[config.mk]
export PLATFORM = sky130hd
export DESIGN_NAME = jtp_tap
export DESIGN_NICKNAME = d
export VERILOG_FILES = /design/src/shared/jtp_pkg.sv /design/src/verilog/jtp_tap.sv
export SDC_FILE = /design/constraint.sdc
export NUM_CORES = 1
export LEC_CHECK = 0
export ABC_AREA = 1
export BUFFER_PORTS_ARGS = -buffer_cell sky130_fd_sc_hd__buf_2
export CAP_MARGIN = 20
export CORE_MARGIN = 2
export CORE_UTILIZATION = 55
export DETAILED_ROUTE_END_ITERATION = 10
export HOLD_SLACK_MARGIN = 0.06
export PLACE_DENSITY = 0.84
export SYNTH_ARGS = -nofsm -noshare
export SYNTH_HDL_FRONTEND = slang
export SYNTH_SLANG_ARGS = --single-unit
[constraint.sdc]
create_clock -name mclk -period 5 [get_ports mclk]
set_clock_uncertainty 0.2 [all_clocks]
set_input_delay 0.75 -clock mclk [delete_from_list [all_inputs] [get_ports mclk]]
set_output_delay 0.75 -clock mclk [all_outputs]
set_load 0.02 [all_outputs]
[src/shared/jtp_pkg.sv]
// Constants and types shared by the test access port block.
package jtp_pkg;
    localparam int IR_WIDTH = 4;
    localparam int DR_WIDTH = 16;
    localparam logic [IR_WIDTH-1:0] IR_RESET = 4'hF;
    localparam logic [IR_WIDTH-1:0] IR_BYPASS = 4'hF;
    localparam logic [IR_WIDTH-1:0] IR_USER_DR = 4'h2;
    localparam logic [1:0] IR_CAPTURE_LOW = 2'h1;
    localparam int SYNC_STAGES = 2;
    localparam real LINK_PERIOD_NS = 125.0;
    localparam real MCLK_PERIOD_NS = 10.0;
    localparam int LINK_HALF_CYCLES = int'(LINK_PERIOD_NS / (2.0 * MCLK_PERIOD_NS));

    typedef enum logic [3:0] {
        TEST_LOGIC_RESET,
        RUN_TEST_IDLE,
        SELECT_DR_SCAN,
        CAPTURE_DR,
        SHIFT_DR,
        EXIT1_DR,
        PAUSE_DR,
        EXIT2_DR,
        UPDATE_DR,
        SELECT_IR_SCAN,
        CAPTURE_IR,
        SHIFT_IR,
        EXIT1_IR,
        PAUSE_IR,
        EXIT2_IR,
        UPDATE_IR
    } jtp_state_type;
endpackage

[src/verilog/jtp_tap.sv]
// Test access port controller sampling the test pins on the system clock.
// Operation
// The test clock pin, found by its edges, advances all test logic and serial shifting.
// Mode select is sampled at each rising test clock edge and steps the controller.
// Serial data input is captured at each rising test clock edge into the active shift path.
// Data output is enabled only in the shift-IR and shift-DR states and floats otherwise.
// Data output changes only at a falling test clock edge; test reset and system reset instead release it at once.
// A low test reset input holds the controller in its reset state.
// The host asserts test reset together with system reset for a full hardware reset.
// System reset alone leaves controller, instruction and data register state untouched.
// Setting the pull-up disable bit turns off the pull-ups on mode select, data in and reset.
// The controller is the sixteen-state boundary-scan machine, forced to reset by test reset.
`timescale 1ns/1ns
module jtp_tap #(
    parameter int IR_W = jtp_pkg::IR_WIDTH,
    parameter int DR_W = jtp_pkg::DR_WIDTH
) (
    input  wire logic            mclk,
    input  wire logic            rst,
    input  wire logic            ce,
    input  wire logic            tck,
    input  wire logic            tms,
    input  wire logic            tdi,
    input  wire logic            trst_n,
    output logic                 tdo_o,
    output logic                 tdo_oe,
    input  wire logic            pullup_disable_control,
    output logic                 test_pullup_en,
    input  wire logic [DR_W-1:0] dr_capture_data,
    output logic [DR_W-1:0]      dr_update_data,
    output logic                 dr_update,
    output logic [IR_W-1:0]      ir_value,
    output logic                 tap_in_reset
);
    // The reset and capture codes are fixed at the package width, so the
    // instruction width cannot be changed on its own.
    if (IR_W < 2 || IR_W != jtp_pkg::IR_WIDTH || DR_W < 1) begin : g_bad_width
        $error("jtp_tap: unsupported register widths");
    end

    // Two-stage synchronisers; the extra tck stage exists only for edge finding.
    logic [1:0] tck_sync_ff;
    logic       tck_prev_ff;
    logic [1:0] tms_sync_ff;
    logic [1:0] tdi_sync_ff;
    logic [1:0] trst_sync_ff;

    // Synchronisers come out of system reset as "test reset released", so a
    // system reset never reaches the controller through them.
    always_ff @(posedge mclk or posedge rst) begin
        if (rst) begin
            tck_sync_ff  <= 2'h0;
            tck_prev_ff  <= 1'b0;
            tms_sync_ff  <= 2'h3;
            tdi_sync_ff  <= 2'h3;
            trst_sync_ff <= 2'h3;
        end else if (ce) begin
            tck_sync_ff  <= {tck_sync_ff[0], tck};
            tck_prev_ff  <= tck_sync_ff[1];
            tms_sync_ff  <= {tms_sync_ff[0], tms};
            tdi_sync_ff  <= {tdi_sync_ff[0], tdi};
            trst_sync_ff <= {trst_sync_ff[0], trst_n};
        end
    end

    logic tck_rise;
    logic tck_fall;
    logic trst_act;
    assign tck_rise = ce & tck_sync_ff[1] & ~tck_prev_ff;
    assign tck_fall = ce & ~tck_sync_ff[1] & tck_prev_ff;
    assign trst_act = ~trst_sync_ff[1];

    jtp_pkg::jtp_state_type state_ff;
    jtp_pkg::jtp_state_type nxt_state;

    always_comb begin
        nxt_state = state_ff;
        unique case (state_ff)
            jtp_pkg::TEST_LOGIC_RESET:
                nxt_state = tms_sync_ff[1] ? jtp_pkg::TEST_LOGIC_RESET : jtp_pkg::RUN_TEST_IDLE;
            jtp_pkg::RUN_TEST_IDLE:
                nxt_state = tms_sync_ff[1] ? jtp_pkg::SELECT_DR_SCAN : jtp_pkg::RUN_TEST_IDLE;
            jtp_pkg::SELECT_DR_SCAN:
                nxt_state = tms_sync_ff[1] ? jtp_pkg::SELECT_IR_SCAN : jtp_pkg::CAPTURE_DR;
            jtp_pkg::CAPTURE_DR:
                nxt_state = tms_sync_ff[1] ? jtp_pkg::EXIT1_DR : jtp_pkg::SHIFT_DR;
            jtp_pkg::SHIFT_DR:
                nxt_state = tms_sync_ff[1] ? jtp_pkg::EXIT1_DR : jtp_pkg::SHIFT_DR;
            jtp_pkg::EXIT1_DR:
                nxt_state = tms_sync_ff[1] ? jtp_pkg::UPDATE_DR : jtp_pkg::PAUSE_DR;
            jtp_pkg::PAUSE_DR:
                nxt_state = tms_sync_ff[1] ? jtp_pkg::EXIT2_DR : jtp_pkg::PAUSE_DR;
            jtp_pkg::EXIT2_DR:
                nxt_state = tms_sync_ff[1] ? jtp_pkg::UPDATE_DR : jtp_pkg::SHIFT_DR;
            jtp_pkg::UPDATE_DR:
                nxt_state = tms_sync_ff[1] ? jtp_pkg::SELECT_DR_SCAN : jtp_pkg::RUN_TEST_IDLE;
            jtp_pkg::SELECT_IR_SCAN:
                nxt_state = tms_sync_ff[1] ? jtp_pkg::TEST_LOGIC_RESET : jtp_pkg::CAPTURE_IR;
            jtp_pkg::CAPTURE_IR:
                nxt_state = tms_sync_ff[1] ? jtp_pkg::EXIT1_IR : jtp_pkg::SHIFT_IR;
            jtp_pkg::SHIFT_IR:
                nxt_state = tms_sync_ff[1] ? jtp_pkg::EXIT1_IR : jtp_pkg::SHIFT_IR;
            jtp_pkg::EXIT1_IR:
                nxt_state = tms_sync_ff[1] ? jtp_pkg::UPDATE_IR : jtp_pkg::PAUSE_IR;
            jtp_pkg::PAUSE_IR:
                nxt_state = tms_sync_ff[1] ? jtp_pkg::EXIT2_IR : jtp_pkg::PAUSE_IR;
            jtp_pkg::EXIT2_IR:
                nxt_state = tms_sync_ff[1] ? jtp_pkg::UPDATE_IR : jtp_pkg::SHIFT_IR;
            jtp_pkg::UPDATE_IR:
                nxt_state = tms_sync_ff[1] ? jtp_pkg::SELECT_DR_SCAN : jtp_pkg::RUN_TEST_IDLE;
            default:
                nxt_state = jtp_pkg::TEST_LOGIC_RESET;
        endcase
    end

    // Controller state is deliberately outside the system reset so that a
    // device reset leaves a debug session intact; only test reset clears it.
    always_ff @(posedge mclk) begin
        if (trst_act && ce) begin
            state_ff <= jtp_pkg::TEST_LOGIC_RESET;
        end else if (tck_rise) begin
            state_ff <= nxt_state;
        end
    end

    logic [IR_W-1:0] ir_shift_ff;
    logic [IR_W-1:0] ir_ff;
    always_ff @(posedge mclk) begin
        // The instruction is held at its reset code for as long as the controller
        // sits in reset, however it got there.
        if (ce && (trst_act || state_ff == jtp_pkg::TEST_LOGIC_RESET)) begin
            ir_ff <= jtp_pkg::IR_RESET;
        end else if (tck_rise) begin
            unique case (state_ff)
                jtp_pkg::CAPTURE_IR: begin
                    ir_shift_ff <= {ir_ff[IR_W-1:2], jtp_pkg::IR_CAPTURE_LOW};
                end
                jtp_pkg::SHIFT_IR: begin
                    ir_shift_ff <= {tdi_sync_ff[1], ir_shift_ff[IR_W-1:1]};
                end
                jtp_pkg::UPDATE_IR: begin
                    ir_ff <= ir_shift_ff;
                end
                default: begin
                end
            endcase
        end
    end

    logic            user_sel;
    logic [DR_W-1:0] dr_shift_ff;
    logic            bypass_ff;
    logic            dr_update_ff;
    logic [DR_W-1:0] dr_update_data_ff;
    assign user_sel = (ir_ff == jtp_pkg::IR_USER_DR);

    always_ff @(posedge mclk) begin
        if (ce) begin
            dr_update_ff <= 1'b0;
            if (tck_rise) begin
                unique case (state_ff)
                    jtp_pkg::CAPTURE_DR: begin
                        dr_shift_ff <= dr_capture_data;
                        bypass_ff   <= 1'b0;
                    end
                    jtp_pkg::SHIFT_DR: begin
                        if (user_sel) begin
                            dr_shift_ff <= {tdi_sync_ff[1], dr_shift_ff[DR_W-1:1]};
                        end else begin
                            bypass_ff <= tdi_sync_ff[1];
                        end
                    end
                    jtp_pkg::UPDATE_DR: begin
                        if (user_sel) begin
                            dr_update_data_ff <= dr_shift_ff;
                            dr_update_ff      <= 1'b1;
                        end
                    end
                    default: begin
                    end
                endcase
            end
        end
    end

    // The pin is re-registered only on a falling edge, giving the host half a
    // test clock period of setup before its next rising sample.
    logic tdo_ff;
    logic tdo_oe_ff;
    always_ff @(posedge mclk or posedge rst) begin
        if (rst) begin
            tdo_ff    <= 1'b0;
            tdo_oe_ff <= 1'b0;
        end else if (ce && trst_act) begin
            // Test reset can arrive with no clock running, so the pin is
            // released at once rather than at the next fall.
            tdo_oe_ff <= 1'b0;
        end else if (tck_fall) begin
            tdo_oe_ff <= (state_ff == jtp_pkg::SHIFT_IR)
                       || (state_ff == jtp_pkg::SHIFT_DR);
            if (state_ff == jtp_pkg::SHIFT_IR) begin
                tdo_ff <= ir_shift_ff[0];
            end else begin
                tdo_ff <= user_sel ? dr_shift_ff[0] : bypass_ff;
            end
        end
    end

    logic pullup_en_ff;
    always_ff @(posedge mclk or posedge rst) begin
        if (rst) begin
            pullup_en_ff <= 1'b1;
        end else if (ce) begin
            pullup_en_ff <= ~pullup_disable_control;
        end
    end

    assign tdo_o          = tdo_ff;
    assign tdo_oe         = tdo_oe_ff;
    assign test_pullup_en = pullup_en_ff;
    assign dr_update_data = dr_update_data_ff;
    assign dr_update      = dr_update_ff;
    assign ir_value       = ir_ff;
    assign tap_in_reset   = (state_ff == jtp_pkg::TEST_LOGIC_RESET);
endmodule

==> parameters.txt <==
Parameter                              Value

Detailed routing
  Average vias per placed instance    5.31
  Number of violations reported at the end of detailed-routing iteration 0    124
  Post-route ant nets    0
  Detailed-route wire length per cell    roughly 14 um
  Total Wirelength    5230 um
  Detailed-routing iteration count for the pre-antenna-repair pass    7
  Detailed-route via count    roughly 2000
  Post-route DRC    0

Critical path
  Cell repeated most along the worst path    sky130_fd_sc_hd__inv_2
  WP data arrival    roughly 2.5 ns
  Minimum setup slack among reg-to-reg paths    between 2 and 2.5 ns
  Category of the worst setup path launch point    register
  R2r endpoint    dr_shift_ff[1]
  Endpoint class of the critical path    register
  Max stage delay on crit path    roughly 0.53 ns
  Cell with the biggest individual delay on the critical path    sky130_fd_sc_hd__dfxtp_1
  Origin of the critical flop-to-flop path    state_ff[2]
  Crit Path Max Fanout    22
  Crit path cell chain    inv_2 -> nor2_2 -> nand2_2 -> nor2_4 -> inv_2 -> a21oi_1 -> buf_4
  Critical Path RT    between 4 and 5 ns
  Worst setup path class    register to register
  Worst-case reg-to-reg path depth    7

Clock network
  Sink count of the clock tree    58
  Clock tree from TritonCTS    done
  Hold buffers post-CTS    0
  Clock tree buffer depth    2
  Post-CTS Repair Setup Buffers    0
  CTS buffer count    9
  Insertion delay of the later-clocked pin in the worst-skew pair    about 0.33 ns
  Clock slew at the register clock pins of the worst setup and hold paths    roughly 0.06 ns
  Root Driver    sky130_fd_sc_hd__clkbuf_8
  Count of instances resized after the clock tree is built    0
  H-Tree Level Count    3

Global routing
  Pin count of the biggest net entering global routing    23
  Wire length of the first global-routing pass    slightly below 9000 um
  Number of antenna violations at the first check in global routing    0
  Congestion Overflow GR    0
  Vias in the first global route    roughly 1900
  Overall Global Routing Usage    0.225

Timing
  Max-slew violation total from the final report    0
  Final count of hold timing violations    0
  Worst slew pin tran    approximately 0.67 ns
  Setup repair after global routing missed its margin    false
  Final worst-path setup slack    around 2.4 ns
  # setup viols final    0
  Final worst path period share    0.523
  Sum of negative setup slack    0 ns
  Slew headroom    0.553
  Max Clk Rate    between 300 and 400 MHz
  Fin crit period    roughly 2.6 ns

Status
  Outcome    complete, no violations

Logic synthesis
  Synth Warn #    0
  Synthesized Nets    around 290
  Post-synth top flop    sky130_fd_sc_hd__edfxtp_1
  Post-synthesis async set-or-reset flop share    0.207
  Netlist area before placement    roughly 2500 um2
  Register bit count reported by yosys    58
  Cell type contributing the most total cell area after synthesis    sky130_fd_sc_hd__edfxtp_1
  Top cells by area, synth    sky130_fd_sc_hd__edfxtp_1 45%, sky130_fd_sc_hd__nand2_1 16%, sky130_fd_sc_hd__dfstp_2 7.2%, sky130_fd_sc_hd__dfxtp_1 6.3%, sky130_fd_sc_hd__dfrtp_1 4.9%
  Leading cell types by count after synthesis    109 x sky130_fd_sc_hd__nand2_1, 38 x sky130_fd_sc_hd__edfxtp_1, 21 x sky130_fd_sc_hd__nor2_1, 14 x sky130_fd_sc_hd__inv_1, 13 x sky130_fd_sc_hd__o21ai_0
  Syn_area_per_cell    between 9 and 10 um2
  Post-synthesis sequential area ratio    0.634
  Gate Count Post-Synth    270
  Netlist cell types    25
  Dominant cell by count in the synthesized netlist    sky130_fd_sc_hd__nand2_1
  Number of enable-type register cells in the synthesized netlist    38
  Share of the synthesized area in the top cell type    0.449

Pwr
  Switch share    0.232
  P per Cell Area    around 330 nW/um2
  Relative contribution of combinational cells to total power    0.063
  Part of the power in registers    0.532
  Worst supply voltage drop on vdd    about 0.00021 V
  Clock share of power    0.405
  Net switching power    approximately 0.23 mW
  Static leakage    between 1 and 1.5 nW
  Internal cell power    about 0.77 mW

Die
  Die span in x    slightly above 70 um
  # IOs    49
  Chip Height    72.0 um
  Die outline area    just over 5000 um2
  Core area    about 4400 um2
  Starting density of the core    0.576
  FP Rows    24

Cells and area
  Growth of design area from synthesis to finish    18.5%
  Post-layout net count    about 350
  # diodes    0
  Layout cells sized above 1    0.285

Placed design
  Placed wire-length estimate after detailed placement    3800 um
  Post-placement worst setup slack    approximately 2 ns
  Routability cong.    approximately 1.0
  Quantity of I/O buffers inserted on ports    48

Min path
  Hold Crit Class    input port to asynchronous set/reset pin

Run
  Max-cap viol count    0
-- cells by family after synthesis --
group,share of synthesized area
AOI/OAI and AO/OA,0.0542
and+or+nand+nor,0.263
buffers and inverters,0.0492
DFF,0.634
-- registers in the layout (all words and copies together), names as in the netlist, 2 cells and up --
register	flops
dr_shift_ff	16
dr_update_data	16
ir_shift_ff	4
ir_value	4
state_ff	4
tck_sync_ff	2
tdi_sync_ff	2
tms_sync_ff	2
trst_sync_ff	2
-- worst max-delay path: cells and delay by family (launching register included) --
kind / cells / cell delay (ns)
AOI/OAI and AO/OA: 1 / 0.52
buffers and inverters: 3 / 0.42
DFF: 1 / 0.53
and+or+nand+nor: 3 / 0.65
-- how the worst max path moves through the flow --
stage	start	end	slack [ns]	cells after the start
finish	state_ff[2]	dr_shift_ff[1]	2.38	7
CTS	ce	dr_update_data[3]	2.35	5
global placement	ce	dr_update_data[10]	2.06	5
global route	state_ff[2]	dr_shift_ff[1]	2.20	7
floorplan	ce	dr_update_data[0]	2.14	4
detailed placement	ce	dr_update_data[10]	2.00	5
-- power groups by stage --
stage,registers [mW],clock network (mW),logic (mW)
3_5_place_dp,0.543,0,0.0628
2_1_floorplan,0.542,0,0.0389
5_1_grt,0.534,0.431,0.0722
4_1_cts,0.533,0.414,0.0632
3_3_place_gp,0.542,0,0.0617
6_report,0.533,0.405,0.0629
-- layout make-up --
type / count / area (um2)
Timing Repair Buffer: 50 / 259
Clock buffer: 9 / 124
Clock inverter: 7 / 60.1
Sequential cell: 58 / 1610
Multi-Input combinational cell: 184 / 811
Inverter: 22 / 82.6
Fill cell: 336 / 1400
Tap cell: 52 / 65.1
-- cell usage in the layout (no fill, tap or decap), types with 6 or more instances in the layout --
cell and instances:
sky130_fd_sc_hd__dfxtp_1 8, sky130_fd_sc_hd__inv_1 14, sky130_fd_sc_hd__a21oi_1 6, sky130_fd_sc_hd__nand3_1 12, sky130_fd_sc_hd__nor2_1 21, sky130_fd_sc_hd__edfxtp_1 38
sky130_fd_sc_hd__dfstp_2 7, sky130_fd_sc_hd__buf_2 48, sky130_fd_sc_hd__inv_2 8, sky130_fd_sc_hd__clkbuf_8 9, sky130_fd_sc_hd__o21ai_0 13, sky130_fd_sc_hd__nand2_1 109
-- per-layer routing --
layer / share of wire / wire length (um) / global-route usage
met1: 0.41 / 2170 / 0.279
met2: 0.49 / 2540 / 0.369
met3: 0.085 / 442 / 0.0750
met4: 0.015 / 76 / 0.0860
met5: 0 / 0 / 0
-- through the flow --
| stage | hold slack [ns] | power [mW] | cells | cell area (um2) | utilization |
|---|---|---|---|---|---|
| 3_5_place_dp | 0.236 | 0.606 | 365 | 2820 | 0.638 |
| 6_report | 0.209 | 1.00 | 382 | 3010 | 0.682 |
| 4_1_cts | 0.205 | 1.01 | 381 | 3000 | 0.680 |
| 3_3_place_gp | 0.231 | 0.604 | 365 | 2820 | 0.638 |
| 2_1_floorplan | 0.227 | 0.581 | 270 | 2540 | - |
| 5_1_grt | 0.231 | 1.04 | 382 | 3010 | 0.682 |
(Power assumes the default switching activity.)
